$ cat src/rpc_defines.svh
// Constants for the receipt printer controller: status bit positions, model codes, column counts, timing.
// Assumes a 100 MHz mclk_i; included by bare name from the bus decoder, column buffer and top design files.
// Contract
// Direction flag reads 1 for host writes, 0 while device presents data.
// Reading printer status sets the direction flag back to 1 at once.
// Busy flag is 1 during an operation; host waits for it to clear.
// Status-available flag is 1 only while printer status may be read.
// Printer status reports two head-position sensors and the low-paper detector.
// Motor error sets its bit, stops solenoids and motor until initialize.
// Initialize acts as reset: blank buffer, pointer left, clear error and interrupt.
// Status request latches the three sensor inputs into printer status.
// After a status request other commands are refused until status is read; the code still accepts initialize.
// Host sends the format command right after initialize.
// Spacing bit selects one or two dots; two dots for ribbon variants only.
// Five-bit model field selects one of five printer configurations.
// Increment command advances the pointer right by its five-bit count.
// In split mode the pointer stays on its current side; the code wraps it for increments only, so a stored character can cross.
// Print prints the whole buffer, then blanks every position; the code fires no solenoids for the last column.
// Other commands are refused while printing.
// Split variant feed bits choose both, receipt, journal or no feed.
// Split variant stamp bit 0 feeds receipt 11 lines and fires the stamp.
// Ribbon variants: feed bit 0 adds a feed; ribbon bit 0 red, 1 black.
// Slip variant release bit 0 releases the slip; host loads at most 29.
// Fast feed performs as many line feeds as its four-bit count.
// Split variant fast-feed side bits choose both, receipt or journal.
// Each stored character advances the pointer by one column.
// Host order: initialize, poll, format, poll, load, poll, print.
// Strobes with chip select low decode to command, data and two status reads.
// Host checks controller status before each new command or data byte.
// Interrupt asserts when ready for data, releases after the first byte.
// Paper jam or solenoid on longer than 20 ms flags a motor error; the code ignores a jam while the sequencer is idle.
// Command bytes are classified by their leading bits; the rest are operands.
// Print data is a seven-bit code; the top bit is ignored.
`ifndef RPC_DEFINES_SVH
`define RPC_DEFINES_SVH
`define RPC_CLK_MHZ 100
`define RPC_BLANK 7'h20
`define RPC_COLS 32
`define RPC_CST_PSR 0
`define RPC_CST_IOB 1
`define RPC_CST_IOM 2
`define RPC_PST_MERR 0
`define RPC_PST_LOWP 5
`define RPC_PST_POS1 6
`define RPC_PST_POS0 7
`define RPC_MODEL_RIB_A 5'h1E
`define RPC_MODEL_RIB_B 5'h1D
`define RPC_MODEL_SPLIT 5'h0B
`define RPC_MODEL_LINE 5'h1B
`define RPC_MODEL_SLIP 5'h17
`define RPC_SPLIT_COLS 14
`define RPC_LINE_COLS 31
`define RPC_SLIP_COLS 29
`define RPC_STAMP_FEEDS 11
`define RPC_SOL_MS 20
`define RPC_SOL_CYC (`RPC_SOL_MS * 1000 * 1000 / 10)
`define RPC_LINE_CYC 16
`define RPC_STAMP_CYC 8
`endif

$ cat src/rpc_pkg.sv
// Types shared by the receipt printer controller files.
// Assumes rpc_defines.svh is available on the include path.
package rpc_pkg;
  typedef enum logic [2:0] {
    RPC_C_NONE, RPC_C_INIT, RPC_C_STAT, RPC_C_FMT, RPC_C_INC, RPC_C_PRINT, RPC_C_FAST
  } rpc_cmd_t;
  typedef struct packed {
    logic wr_cmd;
    logic wr_data;
    logic rd_ctl;
    logic rd_prn;
  } rpc_access_t;
  typedef struct packed {
    logic [6:0] solenoid_drives_n;
    logic stamp_drive_n;
    logic ribbon_release_n;
    logic journal_feed_n;
    logic receipt_feed_n;
    logic motor_drive_n;
  } rpc_drive_t;
endpackage

$ cat src/rpc_bus_decode.sv
// Host strobe synchroniser and access decoder for the receipt printer controller.
// Assumes asynchronous host pins; each access is reported once, at strobe release.
`timescale 1ns/10ps
`include "rpc_defines.svh"
module rpc_bus_decode (
  // Clock and reset
  input wire logic mclk_i,
  input wire logic rst_i,
  // Host pins
  input wire logic cs_n_i,
  input wire logic cmd_sel_i,
  input wire logic rd_n_i,
  input wire logic wr_n_i,
  input wire logic [7:0] data_i,
  // Decoded accesses
  output rpc_pkg::rpc_access_t acc_o,
  output logic [7:0] data_o,
  output logic rd_active_o,
  output logic rd_sel_ctl_o
);
  logic [3:0] s1_q;
  logic [3:0] s2_q;
  logic [3:0] s3_q;
  logic [7:0] d1_q;
  logic [7:0] d2_q;
  logic wr_end;
  logic rd_end;
  // Completion on the rising strobe edge; both strobes low is inhibited.
  assign wr_end = s3_q[1] == 1'b0 && s2_q[1] == 1'b1 && !s3_q[3] && s3_q[0];
  assign rd_end = s3_q[0] == 1'b0 && s2_q[0] == 1'b1 && !s3_q[3] && s3_q[1];
  always_ff @(posedge mclk_i or posedge rst_i)
  begin
    if (rst_i)
    begin
      s1_q <= 4'hF;
      s2_q <= 4'hF;
      s3_q <= 4'hF;
      d1_q <= 8'h00;
      d2_q <= 8'h00;
    end
    else
    begin
      s1_q <= {cs_n_i, cmd_sel_i, wr_n_i, rd_n_i};
      s2_q <= s1_q;
      s3_q <= s2_q;
      d1_q <= data_i;
      d2_q <= d1_q;
    end
  end
  always_ff @(posedge mclk_i or posedge rst_i)
  begin
    if (rst_i)
    begin
      acc_o <= '0;
      data_o <= 8'h00;
    end
    else
    begin
      acc_o.wr_cmd <= wr_end && s3_q[2];
      acc_o.wr_data <= wr_end && !s3_q[2];
      acc_o.rd_ctl <= rd_end && s3_q[2];
      acc_o.rd_prn <= rd_end && !s3_q[2];
      data_o <= d2_q;
    end
  end
  assign rd_active_o = !s2_q[3] && !s2_q[0] && s2_q[1];
  assign rd_sel_ctl_o = s2_q[2];
endmodule

$ cat src/rpc_col_buffer.sv
// Column buffer of seven-bit character codes with a write pointer.
// Assumes the controller never requests a write and a blank fill together.
`timescale 1ns/10ps
`include "rpc_defines.svh"
module rpc_col_buffer #(
  parameter int COLS = `RPC_COLS
) (
  // Clock and reset
  input wire logic mclk_i,
  input wire logic rst_i,
  // Control
  input wire logic blank_i,
  input wire logic wr_i,
  input wire logic [6:0] char_i,
  input wire logic [4:0] ptr_i,
  input wire logic [4:0] rd_idx_i,
  // Read port
  output logic [6:0] char_o
);
  logic [6:0] mem_q [COLS];
  always_ff @(posedge mclk_i or posedge rst_i)
  begin
    if (rst_i)
    begin
      for (int i = 0; i < COLS; i++)
        mem_q[i] <= `RPC_BLANK;
    end
    else if (blank_i)
    begin
      for (int i = 0; i < COLS; i++)
        mem_q[i] <= `RPC_BLANK;
    end
    else if (wr_i)
    begin
      mem_q[ptr_i] <= char_i;
    end
  end
  assign char_o = mem_q[rd_idx_i];
endmodule

$ cat src/rpc_top.sv
// Receipt printer controller: command decoder, status registers and print sequencer.
// Assumes asynchronous host strobes and sensor pins; the printer mechanics sit outside.
`timescale 1ns/10ps
`include "rpc_defines.svh"
module rpc_top #(
  parameter int SOL_LIMIT = `RPC_SOL_CYC,
  parameter int LINE_CYC = `RPC_LINE_CYC,
  parameter int STAMP_CYC = `RPC_STAMP_CYC
) (
  // Clock and reset
  input wire logic mclk_i,
  input wire logic rst_i,
  // Host port
  input wire logic cs_n_i,
  input wire logic cmd_sel_i,
  input wire logic rd_n_i,
  input wire logic wr_n_i,
  input wire logic [7:0] data_i,
  output logic [7:0] data_o,
  output logic data_oe_n_o,
  output logic int_n_o,
  // Printer pins
  input wire logic head_pos0_i,
  input wire logic head_pos1_i,
  input wire logic low_paper_i,
  input wire logic paper_jam_i,
  output rpc_pkg::rpc_drive_t drive_o,
  output logic [6:0] print_char_o,
  output logic [4:0] print_col_o,
  output logic two_dot_o
);
  typedef enum logic [2:0] {RPC_IDLE, RPC_PRINT, RPC_FEED, RPC_STAMP, RPC_RELEASE} rpc_state_t;

  function automatic rpc_pkg::rpc_cmd_t classify(input logic [7:0] b);
    if (b[7:6] == 2'b11)
      classify = rpc_pkg::RPC_C_FAST;
    else if (b[7])
      classify = rpc_pkg::RPC_C_PRINT;
    else if (b[6])
      classify = rpc_pkg::RPC_C_FMT;
    else if (b[5])
      classify = rpc_pkg::RPC_C_INC;
    else if (b[4])
      classify = rpc_pkg::RPC_C_INIT;
    else
      classify = rpc_pkg::RPC_C_STAT;
  endfunction

  rpc_pkg::rpc_access_t acc;
  logic [7:0] wdata;
  logic rd_active;
  logic rd_sel_ctl;
  logic [3:0] sa_q;
  logic [3:0] sb_q;
  logic [4:0] pcol_q;
  logic int_n_q;
  rpc_state_t st_q;
  logic [4:0] ptr_q;
  logic [4:0] model_q;
  logic spacing_q;
  logic iom_q;
  logic psr_q;
  logic wait_rd_q;
  logic merr_q;
  logic int_q;
  logic first_q;
  logic [2:0] sens_q;
  logic [7:0] opr_q;
  logic [4:0] col_q;
  logic [3:0] feeds_q;
  logic [1:0] side_q;
  logic [31:0] tmr_q;
  logic [31:0] sol_q;
  logic blank_q;
  rpc_pkg::rpc_drive_t drv_q;
  logic [7:0] dout_q;
  logic oe_n_q;
  logic [6:0] pchar;
  logic [6:0] pchar_q;
  rpc_pkg::rpc_cmd_t cmd;
  logic busy;
  logic accept;
  logic is_split;
  logic [4:0] inc_sum;
  logic [4:0] ptr_inc;
  logic [4:0] last_col;
  logic [7:0] cst;
  logic [7:0] pst;

  rpc_bus_decode u_bus (
    .mclk_i(mclk_i),
    .rst_i(rst_i),
    .cs_n_i(cs_n_i),
    .cmd_sel_i(cmd_sel_i),
    .rd_n_i(rd_n_i),
    .wr_n_i(wr_n_i),
    .data_i(data_i),
    .acc_o(acc),
    .data_o(wdata),
    .rd_active_o(rd_active),
    .rd_sel_ctl_o(rd_sel_ctl)
  );

  rpc_col_buffer #(.COLS(`RPC_COLS)) u_buf (
    .mclk_i(mclk_i),
    .rst_i(rst_i),
    .blank_i(blank_q),
    .wr_i(acc.wr_data && st_q == RPC_IDLE && !wait_rd_q),
    .char_i(wdata[6:0]),
    .ptr_i(ptr_q),
    .rd_idx_i(col_q),
    .char_o(pchar)
  );

  assign cmd = classify(wdata);
  assign busy = st_q != RPC_IDLE || blank_q;
  assign accept = acc.wr_cmd && !busy && (!wait_rd_q || cmd == rpc_pkg::RPC_C_INIT);
  assign is_split = model_q == `RPC_MODEL_SPLIT;
  // The split side boundary wraps the pointer back to the start of its own side.
  assign inc_sum = 5'(ptr_q + wdata[4:0]);
  assign ptr_inc = !is_split ? inc_sum :
                   (ptr_q < 5'(`RPC_SPLIT_COLS)) ?
                   5'((ptr_q + wdata[4:0]) % `RPC_SPLIT_COLS) :
                   5'(`RPC_SPLIT_COLS + (ptr_q - `RPC_SPLIT_COLS + wdata[4:0])
                      % `RPC_SPLIT_COLS);
  assign last_col = is_split ? 5'(2 * `RPC_SPLIT_COLS - 1) :
                    (model_q == `RPC_MODEL_SLIP) ? 5'(`RPC_SLIP_COLS - 1) :
                    5'(`RPC_LINE_COLS - 1);
  assign cst = {5'h00, iom_q, busy || wait_rd_q, psr_q};
  assign pst = {sens_q, 4'h0, merr_q};

  always_ff @(posedge mclk_i or posedge rst_i)
  begin
    if (rst_i)
    begin
      sa_q <= 4'h0;
      sb_q <= 4'h0;
    end
    else
    begin
      sa_q <= {head_pos0_i, head_pos1_i, low_paper_i, paper_jam_i};
      sb_q <= sa_q;
    end
  end

  // Host command and status handling.
  always_ff @(posedge mclk_i or posedge rst_i)
  begin
    if (rst_i)
    begin
      ptr_q <= 5'h00;
      model_q <= 5'h00;
      spacing_q <= 1'b0;
      iom_q <= 1'b1;
      psr_q <= 1'b0;
      wait_rd_q <= 1'b0;
      int_q <= 1'b1;
      first_q <= 1'b1;
      sens_q <= 3'h0;
    end
    else
    begin
      if (acc.rd_prn && wait_rd_q)
      begin
        iom_q <= 1'b1;
        psr_q <= 1'b0;
        wait_rd_q <= 1'b0;
      end
      if (acc.wr_data && st_q == RPC_IDLE && !wait_rd_q)
      begin
        ptr_q <= 5'(ptr_q + 5'h01);
        if (first_q)
          int_q <= 1'b0;
        first_q <= 1'b0;
      end
      if (accept)
      begin
        case (cmd)
          rpc_pkg::RPC_C_INIT:
          begin
            ptr_q <= 5'h00;
            int_q <= 1'b1;
            first_q <= 1'b1;
            wait_rd_q <= 1'b0;
            psr_q <= 1'b0;
            iom_q <= 1'b1;
          end
          rpc_pkg::RPC_C_STAT:
          begin
            sens_q <= sb_q[3:1];
            wait_rd_q <= 1'b1;
            psr_q <= 1'b1;
            iom_q <= 1'b0;
          end
          rpc_pkg::RPC_C_FMT:
          begin
            model_q <= wdata[4:0];
            spacing_q <= wdata[5] && (wdata[4:0] == `RPC_MODEL_RIB_A ||
                                      wdata[4:0] == `RPC_MODEL_RIB_B);
          end
          rpc_pkg::RPC_C_INC:
            ptr_q <= ptr_inc;
          default:
          begin
          end
        endcase
      end
      if (blank_q)
      begin
        ptr_q <= 5'h00;
        int_q <= 1'b1;
        first_q <= 1'b1;
      end
    end
  end

  // Print and feed sequencer; drive pins are active low.
  always_ff @(posedge mclk_i or posedge rst_i)
  begin
    if (rst_i)
    begin
      st_q <= RPC_IDLE;
      opr_q <= 8'h00;
      col_q <= 5'h00;
      feeds_q <= 4'h0;
      side_q <= 2'b00;
      tmr_q <= 32'h0000_0000;
      blank_q <= 1'b0;
      drv_q <= '1;
      pchar_q <= 7'h00;
      pcol_q <= 5'h00;
    end
    else
    begin
      blank_q <= 1'b0;
      case (st_q)
        RPC_IDLE:
        begin
          drv_q <= '1;
          if (accept && cmd == rpc_pkg::RPC_C_PRINT && !merr_q)
          begin
            opr_q <= wdata;
            col_q <= 5'h00;
            tmr_q <= 32'h0000_0000;
            st_q <= RPC_PRINT;
          end
          else if (accept && cmd == rpc_pkg::RPC_C_FAST && !merr_q && wdata[3:0] != 4'h0)
          begin
            feeds_q <= wdata[3:0];
            side_q <= is_split ? {!wdata[4], !wdata[5]} : 2'b10;
            tmr_q <= 32'h0000_0000;
            opr_q <= 8'h00;
            st_q <= RPC_FEED;
          end
          else if (accept && cmd == rpc_pkg::RPC_C_INIT)
            blank_q <= 1'b1;
        end
        RPC_PRINT:
        begin
          drv_q.motor_drive_n <= 1'b0;
          drv_q.solenoid_drives_n <= ~pchar;
          pchar_q <= pchar;
          pcol_q <= col_q;
          drv_q.ribbon_release_n <= !(model_q == `RPC_MODEL_RIB_A ||
                                      model_q == `RPC_MODEL_RIB_B) || opr_q[2];
          if (col_q == last_col)
          begin
            drv_q.solenoid_drives_n <= 7'h7F;
            tmr_q <= 32'h0000_0000;
            feeds_q <= 4'h1;
            if (is_split)
            begin
              side_q <= {!opr_q[4], !opr_q[5]};
              if (!opr_q[1])
                feeds_q <= 4'(`RPC_STAMP_FEEDS);
              st_q <= (opr_q[5:4] == 2'b11 && opr_q[1]) ? RPC_IDLE : RPC_FEED;
            end
            else
            begin
              side_q <= 2'b10;
              st_q <= opr_q[5] ? RPC_RELEASE : RPC_FEED;
            end
            blank_q <= opr_q[5:4] == 2'b11 && opr_q[1] && is_split;
          end
          else
            col_q <= 5'(col_q + 5'h01);
        end
        RPC_FEED:
        begin
          drv_q.journal_feed_n <= !side_q[1];
          drv_q.receipt_feed_n <= !(side_q[0] || (is_split && !opr_q[1] && opr_q[7]));
          tmr_q <= 32'(tmr_q + 1);
          if (tmr_q == 32'(LINE_CYC - 1))
          begin
            drv_q.journal_feed_n <= 1'b1;
            drv_q.receipt_feed_n <= 1'b1;
            tmr_q <= 32'h0000_0000;
            feeds_q <= 4'(feeds_q - 4'h1);
            if (feeds_q == 4'h1)
              st_q <= (opr_q[7] && is_split && !opr_q[1]) ? RPC_STAMP : RPC_RELEASE;
          end
        end
        RPC_STAMP:
        begin
          drv_q.stamp_drive_n <= 1'b0;
          tmr_q <= 32'(tmr_q + 1);
          if (tmr_q == 32'(STAMP_CYC - 1))
          begin
            drv_q.stamp_drive_n <= 1'b1;
            st_q <= RPC_RELEASE;
          end
        end
        default:
        begin
          drv_q.ribbon_release_n <= 1'b1;
          drv_q.motor_drive_n <= 1'b1;
          if (opr_q[7] && model_q == `RPC_MODEL_SLIP && !opr_q[0])
            drv_q.ribbon_release_n <= 1'b0;
          blank_q <= opr_q[7];
          st_q <= RPC_IDLE;
        end
      endcase
      if (merr_q)
      begin
        drv_q <= '1;
        st_q <= RPC_IDLE;
      end
    end
  end

  // Motor error watchdog: a jam or a solenoid held too long stops the printer.
  always_ff @(posedge mclk_i or posedge rst_i)
  begin
    if (rst_i)
    begin
      merr_q <= 1'b0;
      sol_q <= 32'h0000_0000;
    end
    else
    begin
      if (drv_q.solenoid_drives_n != 7'h7F)
        sol_q <= 32'(sol_q + 1);
      else
        sol_q <= 32'h0000_0000;
      if ((st_q != RPC_IDLE && sb_q[0]) || sol_q >= 32'(SOL_LIMIT))
        merr_q <= 1'b1;
      else if (accept && cmd == rpc_pkg::RPC_C_INIT)
        merr_q <= 1'b0;
    end
  end

  always_ff @(posedge mclk_i or posedge rst_i)
  begin
    if (rst_i)
    begin
      dout_q <= 8'h00;
      oe_n_q <= 1'b1;
      int_n_q <= 1'b0;
    end
    else
    begin
      dout_q <= rd_sel_ctl ? cst : pst;
      oe_n_q <= !rd_active;
      int_n_q <= !(int_q || merr_q);
    end
  end

  assign data_o = dout_q;
  assign data_oe_n_o = oe_n_q;
  assign int_n_o = int_n_q;
  assign drive_o = drv_q;
  assign print_char_o = pchar_q;
  assign print_col_o = pcol_q;
  assign two_dot_o = spacing_q;
endmodule

$ cat config.mk
export PLATFORM = sky130hd
export DESIGN_NAME = rpc_top
export DESIGN_NICKNAME = d
export VERILOG_FILES = /design/src/rpc_pkg.sv /design/src/rpc_bus_decode.sv /design/src/rpc_col_buffer.sv /design/src/rpc_top.sv
export VERILOG_INCLUDE_DIRS = /design/src /design/src/src
export SDC_FILE = /design/constraint.sdc
export NUM_CORES = 1
export LEC_CHECK = 0
export BUFFER_PORTS_ARGS = -buffer_cell sky130_fd_sc_hd__buf_2
export CORE_MARGIN = 2
export CORE_UTILIZATION = 35
export DETAILED_ROUTE_END_ITERATION = 10
export PLACE_DENSITY = 0.57
export SYNTH_ARGS = -nofsm -noshare
export SYNTH_HDL_FRONTEND = slang
export SYNTH_HIERARCHICAL = 1
export SYNTH_SLANG_ARGS = --single-unit
$ cat constraint.sdc
create_clock -name mclk_i -period 11.05 [get_ports mclk_i]
set_clock_uncertainty 0.2 [all_clocks]
set_input_delay 2.21 -clock mclk_i [delete_from_list [all_inputs] [get_ports mclk_i]]
set_output_delay 2.21 -clock mclk_i [all_outputs]
set_load 0.1 [all_outputs]
==> run metrics <==
slew margin rel. 11.2%; yosys warns 6; Final Hold Vio Count 0; Die W 245 µm; post_cts resized 0; # clock sinks 408; Critical Path Source u_bus/data_o[0]; Crit Path Max Fanout 39; Static Leak 9.22 nW; worst min path class reg2reg; die area 60,200 µm²; Buffers on Ports 50; ant diodes 0; Cell Area, Synth 20,400 µm²; proportion of layout cells with a drive suffix above 1 16.5%; drt first pass iters 6; Power Density 184 nW/µm²; 1st-iter DRT viols 1,304; Setup violations, final 0; maxcap violations 0; P&R area growth vs syn 11.2%; fin nets 2,037; die height 245 µm; number of global-route vias before repair 16.3k; register clock-pin slew on the reported worst setup and hold paths 0.06 ns; Worst R2R Start u_bus/data_o[0]; Peak VDD IR 0.123 mV; Post-CTS Hold Buffers 0; Worst-Skew Late Latency 0.60 ns; Fin Setup TNS 0 ns; Syn Inst Count 2,043; IO Count 53; RSZ-0062 raised after global routing no; Placer Congestion 0.829; Max Clk Rate 182 MHz; final instance area 22,700 µm²; Worst setup EP type register; CTS buffer count 44; synthesized area per cell 9.98 µm²; Cell Area, Placed 21,200 µm²; global-route wire length before repair 91,200 µm; largest net degree at the start of global routing 151; flop2flop setup slack 5.56 ns; clock buffer depth 3; via/cell ratio 5.76; Core ar. 57,600 µm²; # Post-CTS Setup Buffers 0; status finished, final reports clean; critical path class reg2reg; Final Max Slew Viols 0; total global-route track usage 18.8%; DR vias 16.1k; CTS tree built; H-Tree Depth 2; Total Wirelength 55,900 µm; FP Rows 88; DP Wirelength 31,500 µm; WL/cell 20.0 µm; Critical Path Source Type register; final critical-path required period 5.49 ns; Arr. time, crit path 5.70 ns; Req. time, crit path 11.25 ns; hold_sp u_bus/d2_q[1]; clock root cell clkbuf_16; Antenna Nets Post-Route 0; commonest non-fill, non-tap cell in the layout dfrtp_1; Starting Density 35.4%; worst-margin pin slew 1.33 ns; DRC viols 0; gr ovfl total 0; commonest cells after routing, fill and taps aside dfrtp_1, nand3_1, o21ai_0; initial antenna violation count 0; period utilisation layout 49.7%
-- metal layers --
layer	GRT usage, %	up-vias	wire length [µm]
met5	0	-	0
met4	6.78	0	1560
met3	3.83	109	3750
met2	30.5	520	26500
met1	25.1	8196	24200
li1	-	7272	-
-- flip-flops by register name, indices dropped and copies added, names as in the netlist, 3 cells and up --
name and cells:
col_q 5, data_o 6, drive_o 12, feeds_q 4, model_q 5, opr_q 6
print_char_o 7, print_col_o 5, ptr_q 5, sa_q 4, sb_q 4, sens_q 3
sol_q 32, st_q 3, tmr_q 32, u_buf/mem_q 224, u_bus/acc_o 3, u_bus/d1_q 8
u_bus/d2_q 8, u_bus/data_o 8, u_bus/s1_q 4, u_bus/s2_q 4, u_bus/s3_q 4
-- path summary, 6_finish.rpt --
check,end,cells after the start
hold / removal,u_bus/data_o[1],0
setup / recovery,ptr_q[3],20
hold reg to reg,u_bus/data_o[1],0
max in group asynchronous,u_buf/mem_q[14],3
setup reg to reg,ptr_q[3],20
min in group asynchronous,u_bus/data_o[2],2
-- critical path: stages, from the launching register on --
cell      delay (ns)
dfrtp_1         1.23
ha_1            0.34
inv_1           0.09
fa_1            0.40
nand2b_1        0.16
a21oi_1         0.15
xnor2_1         0.34
inv_1           0.14
ha_1            0.25
ha_1            0.19
nand3_1         0.14
nor2_1          0.09
mux2i_1         0.19
nor3_1          0.06
nor3_1          0.42
ha_1            0.25
nor3b_1         0.19
a22oi_1         0.11
xnor2_1         0.15
o21ai_0         0.17
a41oi_1         0.06
-- cell type report --
type,count,area [µm²]
inverter,31,129
timing repair buffer,83,498
sequential,408,10300
fill,5537,34900
clock buffer,66,1300
multi-input combinational,1427,9280
tap,765,957
clock inverter,16,195
-- stage by stage --
step / utilization (%) / setup slack [ns] / hold slack (ns) / instances / power, mW
floorplan: - / 2.56 / 0.131 / 2044 / 2.41
global placement: 36.7 / 5.78 / 0.138 / 2714 / 2.63
detailed placement: 36.7 / 5.66 / 0.137 / 2714 / 2.66
CTS: 39.3 / 5.64 / 0.151 / 2796 / 4.20
global route: 39.3 / 5.10 / 0.156 / 2796 / 4.38
finish: 39.3 / 5.56 / 0.146 / 2796 / 4.16
-- report_power, final --
group	switching (mW)	total (mW)	internal, mW	leakage, nW
Clock	0.627	1.52	0.891	0.739
Sequential	0.103	1.71	1.61	5.38
Combinational	0.609	0.932	0.323	3.11
Power figures use the tool's default switching activity.
